===== src/hdl/scrs_pkg.sv =====
// Purpose: constants for the reset-cause and clock-source control slice
// Assumes: byte addresses on the register bus, 32-bit data
// Notes:   every field of this slice sits in byte lane 0
package scrs_pkg;
    // ------------------------------------------------------------
    // register byte addresses
    // ------------------------------------------------------------
    localparam logic [31:0] ADDR_RESET_CAUSE = 32'h4004_8038;
    localparam logic [31:0] ADDR_MAIN_SEL    = 32'h4004_8050;
    localparam logic [31:0] ADDR_MAIN_UPD    = 32'h4004_8054;
    localparam logic [31:0] ADDR_SYS_DIV     = 32'h4004_8058;
    localparam logic [31:0] ADDR_ADC_SEL     = 32'h4004_8064;
    localparam logic [31:0] ADDR_ADC_DIV     = 32'h4004_8068;

    // ------------------------------------------------------------
    // field positions and reset values
    // ------------------------------------------------------------
    localparam int          BIT_POR          = 0;
    localparam int          BIT_PIN          = 1;
    localparam int          BIT_WDT          = 2;
    localparam int          BIT_SW           = 4;
    localparam logic [4:0]  FLAGS_VALID      = 5'h17; // bit 3 reserved
    localparam logic [4:0]  FLAGS_RESET      = 5'h00;
    localparam logic [4:0]  FLAGS_AFTER_POR  = 5'h01;
    localparam logic [1:0]  MAIN_SEL_RESET   = 2'h0;
    localparam logic [1:0]  ADC_SEL_RESET    = 2'h0;
    localparam logic [7:0]  SYS_DIV_RESET    = 8'h01;
    localparam logic [7:0]  ADC_DIV_RESET    = 8'h00;

    // ------------------------------------------------------------
    // source codes
    // ------------------------------------------------------------
    localparam logic [1:0]  SRC_FAST_OSC     = 2'h0;
    localparam logic [1:0]  SRC_EXT_CLK      = 2'h1;
    localparam logic [1:0]  SRC_LOWPWR_OSC   = 2'h2;
    localparam logic [1:0]  SRC_SCALED_OSC   = 2'h3;

    typedef enum logic {MUX_RUN, MUX_PARK} scrs_mux_e;
endpackage


===== src/hdl/scrs_top.sv =====
// Purpose: reset-cause flags, main and ADC clock selection and division
// Assumes: Avalon-MM slave, byte addresses, source clocks sampled on mclk
// Notes:   reset here only initialises this slice; causes come in as levels
module scrs_top (
    input  wire logic        mclk,              // 100 MHz clock
    input  wire logic        reset,             // synchronous, active high
    input  wire logic [31:0] avs_address,       // byte address
    input  wire logic        avs_read,          // read request
    input  wire logic        avs_write,         // write request
    input  wire logic [31:0] avs_writedata,     // write data
    input  wire logic [3:0]  avs_byteenable,    // byte lanes
    output logic [31:0]      avs_readdata,      // read data
    output logic             avs_waitrequest,   // high until answered
    input  wire logic        por_active,        // power-on/brownout reset
    input  wire logic        pin_reset_active,  // external pin reset
    input  wire logic        watchdog_reset,    // watchdog reset request
    input  wire logic        software_reset,    // software system reset
    input  wire logic        fast_osc_clk,      // internal fast oscillator
    input  wire logic        ext_clk,           // external clock
    input  wire logic        lowpower_osc_clk,  // low-power oscillator
    input  wire logic        scaled_osc_clk,    // scaled fast oscillator
    output logic             main_clock,        // selected main clock
    output logic             system_clock,      // divided system clock
    output logic             adc_clock          // divided ADC clock
);
    // ------------------------------------------------------------
    // register state
    // ------------------------------------------------------------
    logic [4:0]  reset_cause_flags_r;
    logic [1:0]  main_source_select_r;
    logic        apply_bit_r;
    logic [1:0]  main_applied_r;
    logic [7:0]  system_clock_divider_r;
    logic [1:0]  adc_source_select_r;
    logic [7:0]  adc_clock_divider_r;
    logic        wait_r;
    logic [31:0] rdata_r;
    logic        req;
    logic        wr_go;
    logic        lane0;
    logic [4:0]  flag_set;
    logic [4:0]  flag_clr;
    logic [31:0] rdata_nxt;
    logic [3:0]  main_src;
    logic [3:0]  adc_src;
    logic        adc_mux;

    assign req   = avs_read || avs_write;
    assign wr_go = avs_write && !wait_r;
    assign lane0 = avs_byteenable[0];

    // ------------------------------------------------------------
    // bus handshake: answer one cycle after the request appears
    // ------------------------------------------------------------
    // writes act at the edge where waitrequest is seen low
    always_ff @(posedge mclk) begin
        if (reset) begin
            wait_r <= 1'b1;
        end else begin
            wait_r <= !(req && wait_r);
        end
    end

    always_ff @(posedge mclk) begin
        if (reset) begin
            rdata_r <= 32'h0000_0000;
        end else if (avs_read && wait_r) begin
            rdata_r <= rdata_nxt;
        end
    end

    assign avs_waitrequest = wait_r;
    assign avs_readdata    = rdata_r;

    // read mux; unmapped addresses and reserved bits read zero
    always_comb begin
        rdata_nxt = 32'h0000_0000;
        unique case (avs_address)
            scrs_pkg::ADDR_RESET_CAUSE: rdata_nxt[4:0] = reset_cause_flags_r;
            scrs_pkg::ADDR_MAIN_SEL:    rdata_nxt[1:0] = main_source_select_r;
            scrs_pkg::ADDR_MAIN_UPD:    rdata_nxt[0]   = apply_bit_r;
            scrs_pkg::ADDR_SYS_DIV:     rdata_nxt[7:0] = system_clock_divider_r;
            scrs_pkg::ADDR_ADC_SEL:     rdata_nxt[1:0] = adc_source_select_r;
            scrs_pkg::ADDR_ADC_DIV:     rdata_nxt[7:0] = adc_clock_divider_r;
            default:                    rdata_nxt      = 32'h0000_0000;
        endcase
    end

    // ------------------------------------------------------------
    // reset-cause flags
    // ------------------------------------------------------------
    // active sources set their flag every cycle, so a source that
    // outlasts power-on reset is caught on the first free cycle
    always_comb begin
        flag_set                    = 5'h00;
        flag_set[scrs_pkg::BIT_POR] = por_active;
        flag_set[scrs_pkg::BIT_PIN] = pin_reset_active;
        flag_set[scrs_pkg::BIT_WDT] = watchdog_reset;
        flag_set[scrs_pkg::BIT_SW]  = software_reset;
        flag_clr = 5'h00;
        if (wr_go && lane0 && avs_address == scrs_pkg::ADDR_RESET_CAUSE) begin
            flag_clr = avs_writedata[4:0];
        end
    end

    // set wins over a clear in the same cycle
    always_ff @(posedge mclk) begin
        if (reset) begin
            reset_cause_flags_r <= scrs_pkg::FLAGS_RESET;
        end else if (por_active) begin
            reset_cause_flags_r <= scrs_pkg::FLAGS_AFTER_POR;
        end else begin
            reset_cause_flags_r <= ((reset_cause_flags_r & ~flag_clr) | flag_set)
                                   & scrs_pkg::FLAGS_VALID;
        end
    end

    // ------------------------------------------------------------
    // main source selection with update handshake
    // ------------------------------------------------------------
    always_ff @(posedge mclk) begin
        if (reset) begin
            main_source_select_r <= scrs_pkg::MAIN_SEL_RESET;
        end else if (wr_go && lane0 && avs_address == scrs_pkg::ADDR_MAIN_SEL) begin
            main_source_select_r <= avs_writedata[1:0];
        end
    end

    // the applied source moves only on a 0-to-1 of the update bit
    always_ff @(posedge mclk) begin
        if (reset) begin
            apply_bit_r    <= 1'b0;
            main_applied_r <= scrs_pkg::MAIN_SEL_RESET;
        end else if (wr_go && lane0 && avs_address == scrs_pkg::ADDR_MAIN_UPD) begin
            apply_bit_r <= avs_writedata[0];
            if (avs_writedata[0] && !apply_bit_r) begin
                main_applied_r <= main_source_select_r;
            end
        end
    end

    // ------------------------------------------------------------
    // divider and ADC selection registers
    // ------------------------------------------------------------
    always_ff @(posedge mclk) begin
        if (reset) begin
            system_clock_divider_r <= scrs_pkg::SYS_DIV_RESET;
        end else if (wr_go && lane0 && avs_address == scrs_pkg::ADDR_SYS_DIV) begin
            system_clock_divider_r <= avs_writedata[7:0];
        end
    end

    always_ff @(posedge mclk) begin
        if (reset) begin
            adc_source_select_r <= scrs_pkg::ADC_SEL_RESET;
            adc_clock_divider_r <= scrs_pkg::ADC_DIV_RESET;
        end else if (wr_go && lane0) begin
            if (avs_address == scrs_pkg::ADDR_ADC_SEL) begin
                adc_source_select_r <= avs_writedata[1:0];
            end
            if (avs_address == scrs_pkg::ADDR_ADC_DIV) begin
                adc_clock_divider_r <= avs_writedata[7:0];
            end
        end
    end

    // ------------------------------------------------------------
    // clock datapath
    // ------------------------------------------------------------
    // ADC codes 2 and 3 map to a source that never toggles
    assign main_src = {scaled_osc_clk, lowpower_osc_clk, ext_clk, fast_osc_clk};
    assign adc_src  = {2'b00, ext_clk, fast_osc_clk};

    scrs_glitch_mux u_main_mux (
        .mclk  (mclk),
        .reset (reset),
        .src   (main_src),
        .sel   (main_applied_r),
        .out_r (main_clock)
    );

    // one divided clock feeds core, memories and peripherals alike
    scrs_clk_div #(.RESET_RATIO(scrs_pkg::SYS_DIV_RESET)) u_sys_div (
        .mclk  (mclk),
        .reset (reset),
        .src   (main_clock),
        .ratio (system_clock_divider_r),
        .out_r (system_clock)
    );

    scrs_glitch_mux u_adc_mux (
        .mclk  (mclk),
        .reset (reset),
        .src   (adc_src),
        .sel   (adc_source_select_r),
        .out_r (adc_mux)
    );

    scrs_clk_div #(.RESET_RATIO(scrs_pkg::ADC_DIV_RESET)) u_adc_div (
        .mclk  (mclk),
        .reset (reset),
        .src   (adc_mux),
        .ratio (adc_clock_divider_r),
        .out_r (adc_clock)
    );

    localparam int BITP = scrs_pkg::BIT_PIN;
endmodule


===== src/hdl/scrs_glitch_mux.sv =====
// Purpose: glitch-free four-way selector for sampled clock waveforms
// Assumes: sources are levels sampled on mclk
// Notes:   leaves the old source while it is low, joins the new one while that is low
module scrs_glitch_mux (
    input  wire logic       mclk,   // system clock
    input  wire logic       reset,  // synchronous, active high
    input  wire logic [3:0] src,    // source levels
    input  wire logic [1:0] sel,    // requested source
    output logic            out_r   // selected clock level
);
    scrs_pkg::scrs_mux_e state_r;
    logic [1:0]          cur_r;

    // ------------------------------------------------------------
    // park low on the old source, resume on a low new source
    // ------------------------------------------------------------
    // parking avoids a short high pulse stitched from two clocks
    always_ff @(posedge mclk) begin
        if (reset) begin
            state_r <= scrs_pkg::MUX_RUN;
            cur_r   <= scrs_pkg::SRC_FAST_OSC;
            out_r   <= 1'b0;
        end else begin
            unique case (state_r)
                scrs_pkg::MUX_RUN: begin
                    out_r <= src[cur_r];
                    if (sel != cur_r && !src[cur_r]) begin
                        state_r <= scrs_pkg::MUX_PARK;
                        out_r   <= 1'b0;
                    end
                end
                scrs_pkg::MUX_PARK: begin
                    out_r <= 1'b0;
                    if (!src[sel]) begin
                        cur_r   <= sel;
                        state_r <= scrs_pkg::MUX_RUN;
                    end
                end
            endcase
        end
    end
endmodule


===== src/hdl/scrs_clk_div.sv =====
// Purpose: 8-bit divider of a sampled clock waveform, zero stops it
// Assumes: source is a level sampled on mclk
// Notes:   new ratio adopted only at a period boundary
module scrs_clk_div #(
    parameter logic [7:0] RESET_RATIO = 8'h01  // ratio after reset
) (
    input  wire logic       mclk,   // system clock
    input  wire logic       reset,  // synchronous, active high
    input  wire logic       src,    // source level
    input  wire logic [7:0] ratio,  // requested divide ratio
    output logic            out_r   // divided clock level
);
    logic       prev_r;
    logic [7:0] cnt_r;
    logic [7:0] act_r;
    logic       rise;
    logic [8:0] cnt_inc;
    logic [8:0] half;

    assign rise    = src && !prev_r;
    assign cnt_inc = {1'b0, cnt_r} + 9'h001;
    assign half    = ({1'b0, act_r} + 9'h001) >> 1;

    // ------------------------------------------------------------
    // period counter; high for the first half of each period
    // ------------------------------------------------------------
    // ratio changes wait for a source rise that ends a period
    always_ff @(posedge mclk) begin
        if (reset) begin
            prev_r <= 1'b0;
            cnt_r  <= 8'h00;
            act_r  <= RESET_RATIO;
            out_r  <= 1'b0;
        end else begin
            prev_r <= src;
            if (rise) begin
                if (act_r <= 8'h01 || cnt_inc >= {1'b0, act_r}) begin
                    cnt_r <= 8'h00;
                    act_r <= ratio;
                    out_r <= (ratio != 8'h00);
                end else begin
                    cnt_r <= cnt_inc[7:0];
                    out_r <= (cnt_inc < half);
                end
            end else if (act_r == 8'h01) begin
                out_r <= src; // divide by one follows the source
            end
        end
    end
endmodule


===== config.mk =====
export PLATFORM = sky130hd
export DESIGN_NAME = scrs_top
export DESIGN_NICKNAME = d
export VERILOG_FILES = /design/src/hdl/scrs_pkg.sv /design/src/hdl/scrs_top.sv /design/src/hdl/scrs_glitch_mux.sv /design/src/hdl/scrs_clk_div.sv
export SDC_FILE = /design/constraint.sdc
export NUM_CORES = 1
export LEC_CHECK = 0
export BUFFER_PORTS_ARGS = -buffer_cell sky130_fd_sc_hd__buf_2
export CORE_AREA = 2 2 96 98
export CTS_CLUSTER_SIZE = 20
export DETAILED_ROUTE_END_ITERATION = 6
export DIE_AREA = 0 0 98 100
export PLACE_DENSITY = 0.84
export SLEW_MARGIN = 20
export SYNTH_ARGS = -nofsm -noshare
export SYNTH_HDL_FRONTEND = slang
export SYNTH_SLANG_ARGS = --single-unit

===== constraint.sdc =====
create_clock -name mclk -period 7.35 [get_ports mclk]
set_clock_uncertainty 0.15 [all_clocks]
set_input_delay 0.3675 -clock mclk [delete_from_list [all_inputs] [get_ports mclk]]
set_output_delay 0.3675 -clock mclk [all_outputs]
set_load 0.03 [all_outputs]

**Yosys cells after proc, flatten, opt, wreduce, memory -nomap -nowiden**

Cells that the tools add are included.

- Equal/unequal tests: 10
- Magnitude comparators: 10
- $add $sub $neg: 4
- Bitwise operators: 7
- Mux-type cells: 32
- Reductions and logical operators: 35

Operators by type and width:

| operator | count |
|---|---|
| == test 32 x 31 -> 1 bit (second input constant) | 6 |
| adder 8 x 1 -> 9 bit (second input constant) | 4 |
| greater-or-equal comparator 9 x 8 -> 1 bit | 2 |
| < comparator 9 x 8 -> 1 bit | 2 |
| 2-to-1 mux 1 bit | 17 |
| == test 8 x 1 -> 1 bit (second input constant) | 2 |
| less-or-equal comparator 8 x 1 -> 1 bit (second input constant) | 2 |
| 2-to-1 mux 8 bit | 2 |
| nonzero test 8 bit | 2 |
| AND reduction 2 bit | 7 |
| logical AND 1 bit | 13 |
| < comparator 2 x 3 -> 1 bit (second input constant) | 4 |
| one-hot mux 3 bit (3 select lines) | 1 |
| binary-select mux 1 bit (select 2 bit) | 4 |
| one-hot mux 1 bit (2 select lines) | 4 |
| zero test 1 bit | 7 |
| one-hot mux 1 bit (6 select lines) | 1 |
| one-hot mux 3 bit (2 select lines) | 1 |
| AND 5 bit | 1 |
| 2-to-1 mux 5 bit | 1 |
| NOT 5 bit | 1 |
| bitwise OR 5 bit | 1 |
| one-hot mux 1 bit (5 select lines) | 1 |
| != test 2 bit | 2 |
| 4 further kinds | 10 |

- Flip-flop bits (word level): 81
- Input bits: 80
- Logic and storage cells: 122

**Logic depth before layout (Yosys ltp)**

Gate-level depths: netlist of the first run.

- Word-level depth: 9
- Gate-level depth with buffers: 12
- Mapped depth without buffers: 11

**By module**

From an unflattened synthesis of the first run, not the netlist that was laid out.

- Cells, all modules: 616
- Area, all modules: 5396.4 µm²

Modules (own cells, without submodules):

| module | area each (µm²) | cells an instance | instances |
|---|---|---|---|
| scrs_top | 2013.2 | 219 | 1 |
| scrs_clk_div (u_sys_div) | 1491.4 | 181 | 1 |
| scrs_clk_div (u_adc_div) | 1423.9 | 170 | 1 |
| scrs_glitch_mux | 234.0 | 23 | 2 |

**Worst setup path after synthesis of the first run**

No wires, ideal clock.

- Kind: register to register
- From: reg u_sys_div.cnt_r[0]
- To: reg u_sys_div.act_r[6]
- Stages on the path, launching flop included: 13
- Path buffers: 1
- Data arrival time: 2.560 ns
- Path slack: 4.508 ns
- Clock period less this slack: 2.842 ns
- Setup time: 0.132 ns
- Path through: dfxtp_1 ha_1 and3_1 and3_1 xor2_1 ha_1 nand2_1 o21ai_0 a2111o_1 a21oi_2 buf_2 nand3b_1 a21oi_1

- Longest elaborated chain between the ends: 4

RTL lines:

| element | line | text |
|---|---|---|
| from (decl) | scrs_clk_div.sv:14 | `logic [7:0] cnt_r;` |
| from (signal assigned) | scrs_clk_div.sv:42 | `cnt_r <= cnt_inc[7:0];` |
| adder 8 x 1 -> 9 bit | scrs_clk_div.sv:21 | `assign cnt_inc = {1'b0, cnt_r} + 9'h001;` |
| greater-or-equal comparator 9 x 8 -> 1 bit | scrs_clk_div.sv:37 | `if (act_r <= 8'h01 \|\| cnt_inc >= {1'b0, act_r}) begin` |
| logical OR 1 bit | scrs_clk_div.sv:37 |  |
| AND reduction 2 bit (no source line) | -- |  |
| to (signal assigned) | scrs_clk_div.sv:39 | `act_r <= ratio;` |
| to (decl) | scrs_clk_div.sv:15 | `logic [7:0] act_r;` |

No other way between the ends.
A chain may end at the register's enable or synchronous reset.

**Worst setup path in the final report of the first run**

- From: reg u_sys_div.cnt_r[0]
- To: reg u_sys_div.out_r

- Longest elaborated chain between the ends: 5

RTL lines:

| element | line | text |
|---|---|---|
| adder 8 x 1 -> 9 bit (*) | scrs_clk_div.sv:21 |  |
| greater-or-equal comparator 9 x 8 -> 1 bit | scrs_clk_div.sv:37 |  |
| logical OR 1 bit | scrs_clk_div.sv:37 |  |
| 2-to-1 mux 1 bit (*) | scrs_clk_div.sv:37 |  |
| 2-to-1 mux 1 bit (*) | scrs_clk_div.sv:36 | `if (rise) begin` |
| to (signal assigned) | scrs_clk_div.sv:40 | `out_r <= (ratio != 8'h00);` |
| to (signal assigned) | scrs_clk_div.sv:43 | `out_r <= (cnt_inc < half);` |
| to (signal assigned) | scrs_clk_div.sv:46 | `out_r <= src;` |
| to (decl) | scrs_clk_div.sv:11 | `output logic out_r` |

Mark *: on every way between the ends. The rest lies on a longest branch, timed or not.

==> results.toml, run 1 <==
[place]
hpwl_um = 8260
place_inst = 742
port_buffers = 64
place.gp.congestion = 0.930

[pwr]
p_seq_share_pct = 49.4
pwr-share-comb_pct = 9.7
peakVddDrop_mv = 0.129
p_leak_uw = 0.00230
switchingPower_uw = 232
swShare_pct = 25.9
powerDensity_nw_per_um2 = 162
power_frac_clock_pct = 40.9
intPower_uw = 666

[die]
die-area_um2 = 9800
initial_core_util_pct = 56.5
ioPinCount = 116
die_width_um = 98
core_um2 = 8890
die_y_um = 100
row_count = 35

[yosys]
yosys_warnings = 0
ys.flop_type = "dfxtp_1"
syn_avg_cell_area_um2 = 8.51
synth_top_area_share_pct = 31.9
netlist_area_um2 = 5020
synth_seq_cells = 80
synthTopCellsByArea = "dfxtp_1 32%, ha_1 9.5%, a21oi_1 4.5%"
synth-seq-area-share_pct = 31.9
synth_most_common_cell = "dfxtp_1"
synth.distinct_cells = 66
postSynth.asyncResetShare_pct = 0
synth_edf_count = 0
synth_top_area_cell = "dfxtp_1"
netlist_instances = 590
netlist_top_cells_count = "80 x dfxtp_1, 45 x a21oi_1, 44 x nand2_1, 42 x nor2_1, 38 x ha_1"

[route]
vias = 4496
wire_per_inst_um = 14.8
ant_nets = 0
finalWirelength_um = 11300
drcViolationCount = 0
drt_pass1_iterations = 6
first_iter_violations = 253
via_per_inst = 5.93

[sta]
tightest_slew_ps = 964
min_period_over_period_pct = 50.3
final.setup.tns_ps = 0
drv_slew = 0
rsz0062_at_grt = "no"
hold_viol_final = 0
period_needed_ps = 3700
setup_viol = 0
clock.fmax_mhz = 270
slew_headroom_pct = 35.7
timing.hold.ws_ps = 59.5

[final_layout]
final_net_count = 760
diodes = 0
drive_above_1_share_pct = 15.3
final_cells = 758
n_fill_cell = 753
syn_to_final_growth_pct = 10.2

[global_routing]
grt_pass1_wl_um = 19100
grt_pass1_vias = 4252
use_met3_pct = 3.20
grt_use_total_pct = 23.3
met1_usage_pct = 27.9
met2_usage_pct = 42.1
grt_max_degree = 70
grt.overflow.total = 0
antenna_found_initial = 0
busiest_layer = "met2"

[clocking]
cts_buffer_depth = 2
cts_resized = 0
root_buffer = "clkbuf_8"
cts_sinks = 80
clkTransAtPathRegs_ps = 90
cts_hold_buf = 0
clkLatencyLatePin_ps = 370
post-cts-setup-buffers = 0
cts_buffers = 9
h-tree-depth = 3
cts_tree = "built"

[critical_path]
cp-end-kind = "flop"
r2r_setup_slack_ps = 3650
worstPathRequired_ps = 7450
worstPathArrival_ps = 3800
crit_path_max_fanout = 25
path_class = "reg -> reg"
critPathLaunchType = "flop"

[outcome]
status = "finished clean"

[flow_run]
timing.max_cap.violations = 0

[worst_hold_path]
hp-class = "in -> reg"
critical path, cell delays in order, from the launching register on:
cell and delay, ps:
dfxtp_1 420, ha_1 260, and3_1 250, and3_1 270, xor2_1 240, ha_1 270
nand2_1 80, o21ai_0 80, a2111o_1 410, a21oi_2 710, mux2i_1 170, o41ai_1 270
routing by layer:
metal  share of wire [%]  wire (um)
met1                  42       4780
met2                  50       5580
met3                 5.4        602
met4                 2.6        295
met5                   0          0
flip-flops by register name (all words and copies together) (netlist names), 4 cells and up:
register / cells
reset_cause_flags_r: 4
avs_readdata: 8
u_sys_div.cnt_r: 8
adc_clock_divider_r: 8
u_sys_div.act_r: 8
u_adc_div.act_r: 8
u_adc_div.cnt_r: 8
system_clock_divider_r: 8
metrics by stage:
step	total power (uW)	instance area, um^2	utilization, %	worst slack (ps)
2_1_floorplan	518	5110	-	4510
3_3_place_gp	537	5300	59.7	3860
3_5_place_dp	540	5300	59.7	3720
4_1_cts	899	5530	62.3	3650
5_1_grt	922	5530	62.3	3240
6_report	898	5530	62.3	3650
cell families after synthesis:
| group | synth area share [%] |
|---|---|
| AOI/OAI and AO/OA | 16.6 |
| DFF | 31.9 |
| muxes | 4.66 |
| buffers and inverters | 7.30 |
| adders and majority gates | 9.46 |
| and+or+nand+nor | 25.1 |
| other | 0.0746 |
| xor gates and xnor gates | 4.88 |
final cells by class:
type / instances / area, um^2 / share of cell area [%]
repair buffers: 66 / 335 / 6.06
flip-flops and latches: 80 / 1600 / 28.9
well taps: 111 / 139 / 2.51
inverters: 23 / 86.3 / 1.56
multi-input cells: 462 / 3140 / 56.8
clock inverters: 6 / 92.6 / 1.67
clock buffers: 10 / 138 / 2.49
placed cells by master, fill, tap and decap left out, drive strengths merged, types with 3 or more instances in the layout:
| cell type | instances |
|---|---|
| ha | 38 |
| o21ai | 41 |
| xnor2 | 19 |
| xor2 | 9 |
| o211ai | 4 |
| a221oi | 4 |
| nand3 | 37 |
| nand4 | 5 |
| nor3b | 3 |
| a21o | 4 |
| and3 | 5 |
| a21boi | 4 |
| clkbuf | 10 |
| nor4b | 10 |
| nor3 | 11 |
| nand3b | 17 |
| a31oi | 4 |
| nand2 | 45 |
| nor4 | 16 |
| mux2i | 20 |
| a22oi | 4 |
| nand2b | 6 |
| nor2b | 3 |
| buf | 66 |
| and2 | 7 |
| inv | 23 |
| conb | 24 |
| o21a | 5 |
| dfxtp | 80 |
| nor2 | 42 |
| a21oi | 46 |
path summary, 6_finish.rpt:
check | startpoint | endpoint | depth (start not counted)
setup / recovery | u_sys_div.cnt_r[0] | u_sys_div.out_r | 11
hold / removal | avs_write | avs_waitrequest | 2
setup reg to reg | u_sys_div.cnt_r[0] | u_sys_div.out_r | 11
hold reg to reg | avs_waitrequest | avs_waitrequest | 1
power by group through the flow:
stage	Combinational [uW]	Sequential, uW	Clock, uW
final	86.8	444	368
after global routing	93.6	444	384
after CTS	86.3	444	369
after detailed placement	85.8	454	0
after global placement	83.6	454	0
after floorplan	57.4	461	0
Note: power is estimated with default switching activity, not from simulation.
==> inputs of run 2 (changes only) <==
--- a/config.mk
+++ b/config.mk
@@ -6,11 +6,11 @@
 export NUM_CORES = 1
 export LEC_CHECK = 0
 export BUFFER_PORTS_ARGS = -buffer_cell sky130_fd_sc_hd__buf_2
-export CORE_AREA = 2 2 96 98
+export CORE_AREA = 2 2 99 101
 export CTS_CLUSTER_SIZE = 20
 export DETAILED_ROUTE_END_ITERATION = 6
-export DIE_AREA = 0 0 98 100
-export PLACE_DENSITY = 0.84
+export DIE_AREA = 0 0 101 103
+export PLACE_DENSITY = 0.8
 export SLEW_MARGIN = 20
 export SYNTH_ARGS = -nofsm -noshare
 export SYNTH_HDL_FRONTEND = slang
==> constraint.sdc (replaced) <==
create_clock -name mclk -period 3.7 [get_ports mclk]
set_clock_uncertainty 0.15 [all_clocks]
set_input_delay 0.185 -clock mclk [delete_from_list [all_inputs] [get_ports mclk]]
set_output_delay 0.185 -clock mclk [all_outputs]
set_load 0.03 [all_outputs]
==> results.toml, run 2 (synthesized netlist as in run 1, its figures left out) <==
[outcome]
status = "finished clean"

[critical_path]
r2r_start = "u_sys_div.cnt_r[0]"
path_delay_family = "compound AO/OA/AOI/OAI gates"
crit_path_max_incr_delay_ps = 420
r2r_end = "u_sys_div.act_r[4]"
endpoint = "u_sys_div.act_r[4]"
path_class = "reg -> reg"
crit_buf_inv = 1
critPathLaunchType = "flop"
worstPathArrival_ps = 3340
cp_cell_sequence = "ha_1, and3_1, and3_1, xor2_1, ha_1, nand2_1, o21ai_0, a2111o_1, a21oi_2, buf_4, nand3b_1, a21oi_1"
cp-end-kind = "flop"
cp_slowest_cell = "dfxtp_1"
crit_path_max_fanout = 17
reg2reg_depth = 12
worstPathRequired_ps = 3740
startpoint = "u_sys_div.cnt_r[0]"
crit_cells = 12
r2r_setup_slack_ps = 400

[sta]
slew_headroom_pct = 39.2
rsz0062_at_grt = "no"
min_period_over_period_pct = 89.1
tightest_slew_ps = 899
clock.fmax_mhz = 303
drv_slew = 0
final.setup.tns_ps = 0
setup_viol = 0
period_needed_ps = 3300
hold_viol_final = 0

[pwr]
powerDensity_nw_per_um2 = 289
p_leak_uw = 0.00236
peakVddDrop_mv = 0.262

[route]
drt_pass1_iterations = 5
wire_per_inst_um = 14.5
vias = 4570
ant_nets = 0
first_iter_violations = 216
via_per_inst = 5.87
finalWirelength_um = 11300
drcViolationCount = 0

[clocking]
clkLatencyLatePin_ps = 350
cts_buffer_depth = 2
cts_buffers = 9
post-cts-setup-buffers = 0
clkTransAtPathRegs_ps = 80
h-tree-depth = 3
root_buffer = "clkbuf_8"
cts_tree = "built"
cts_sinks = 80

[global_routing]
antenna_found_initial = 0
grt_use_total_pct = 21.9
grt.overflow.total = 0
grt_pass1_vias = 4245
grt_max_degree = 49
grt_pass1_wl_um = 18600

[place]
port_buffers = 64
hpwl_um = 8470
place.gp.congestion = 0.900
place_inst = 747

[worst_hold_path]
hp-class = "in -> reg"

[final_layout]
layout_commonest_cell = "dfxtp_1"
diodes = 0
final_cells = 779
final_net_count = 778
utilization_pct = 59.8
layout_common_cells = "80 x dfxtp_1, 64 x buf_2, 45 x a21oi_1"
drive_above_1_share_pct = 15.0
syn_to_final_growth_pct = 12.6

[die]
initial_core_util_pct = 53.1
die_width_um = 101
core_um2 = 9460
die_y_um = 103
row_count = 36
die-area_um2 = 10400
ioPinCount = 116

[flow_run]
timing.max_cap.violations = 0
-- run 2: cell types whose count changed in the layout (fill, tap and decap cells not counted), sizes merged --
cell / change
buf: +2
bufinv: -2
clkbuf: +1
clkinv: +3
clkinvlp: -2
dlygate4sd3: +16
-- run 2: how the worst min path moves through the flow --
stage	startpoint	slack (ps)	cells past startpoint	to
finish	avs_writedata[0]	30	3	adc_clock_divider_r[0]
global route	avs_writedata[0]	20	3	adc_clock_divider_r[0]
CTS	avs_writedata[0]	10	3	adc_clock_divider_r[0]
detailed placement	software_reset	250	2	reset_cause_flags_r[4]
global placement	watchdog_reset	250	2	reset_cause_flags_r[2]
floorplan	avs_read	150	1	avs_waitrequest
-- run 2: layout make-up --
class | count | area (um^2)
Clock buffer | 11 | 141
Sequential cell | 80 | 1600
Inverter | 23 | 86.3
Tap cell | 114 | 143
Multi-Input combinational cell | 462 | 3140
Fill cell | 807 | 3800
Timing Repair Buffer | 84 | 510
Clock inverter | 5 | 32.5
-- run 2: stage by stage --
stage | power (uW) | hold slack (ps) | setup WS, ps | instance area [um^2]
floorplan | 1030 | 151 | 858 | 5110
global placement | 1070 | 245 | 485 | 5320
detailed placement | 1070 | 253 | 405 | 5320
CTS | 1640 | 14.3 | 384 | 5660
global route | 1690 | 16.8 | 76.7 | 5660
finish | 1640 | 32.4 | 403 | 5660
-- run 2: repair_timing --
action	in CTS	in global routing
endpoints found under the setup margin	0	0
hold endpoints to repair	16	0
resized for setup	0	0
hold buffers	16	0
-- run 2: per-layer routing --
metal / vias to the layer above / wire, um / GRT usage (%)
li1: 2230 / - / -
met1: 2186 / 4670 / 25.4
met2: 135 / 5810 / 41.0
met3: 19 / 641 / 3.66
met4: 0 / 189 / 7.07
met5: - / 0 / 0
-- run 2: where the power goes --
part	switching, uW	leakage [uW]	total (uW)	internal (uW)
clock	309	0.0000930	570	261
combinational	123	0.00162	184	61.1
sequential	9.48	0.000648	882	873
-- run 2: worst min-delay path, cell delays in order --
cell	delay, ps
buf_2	150
mux2i_1	90
nor2_1	70
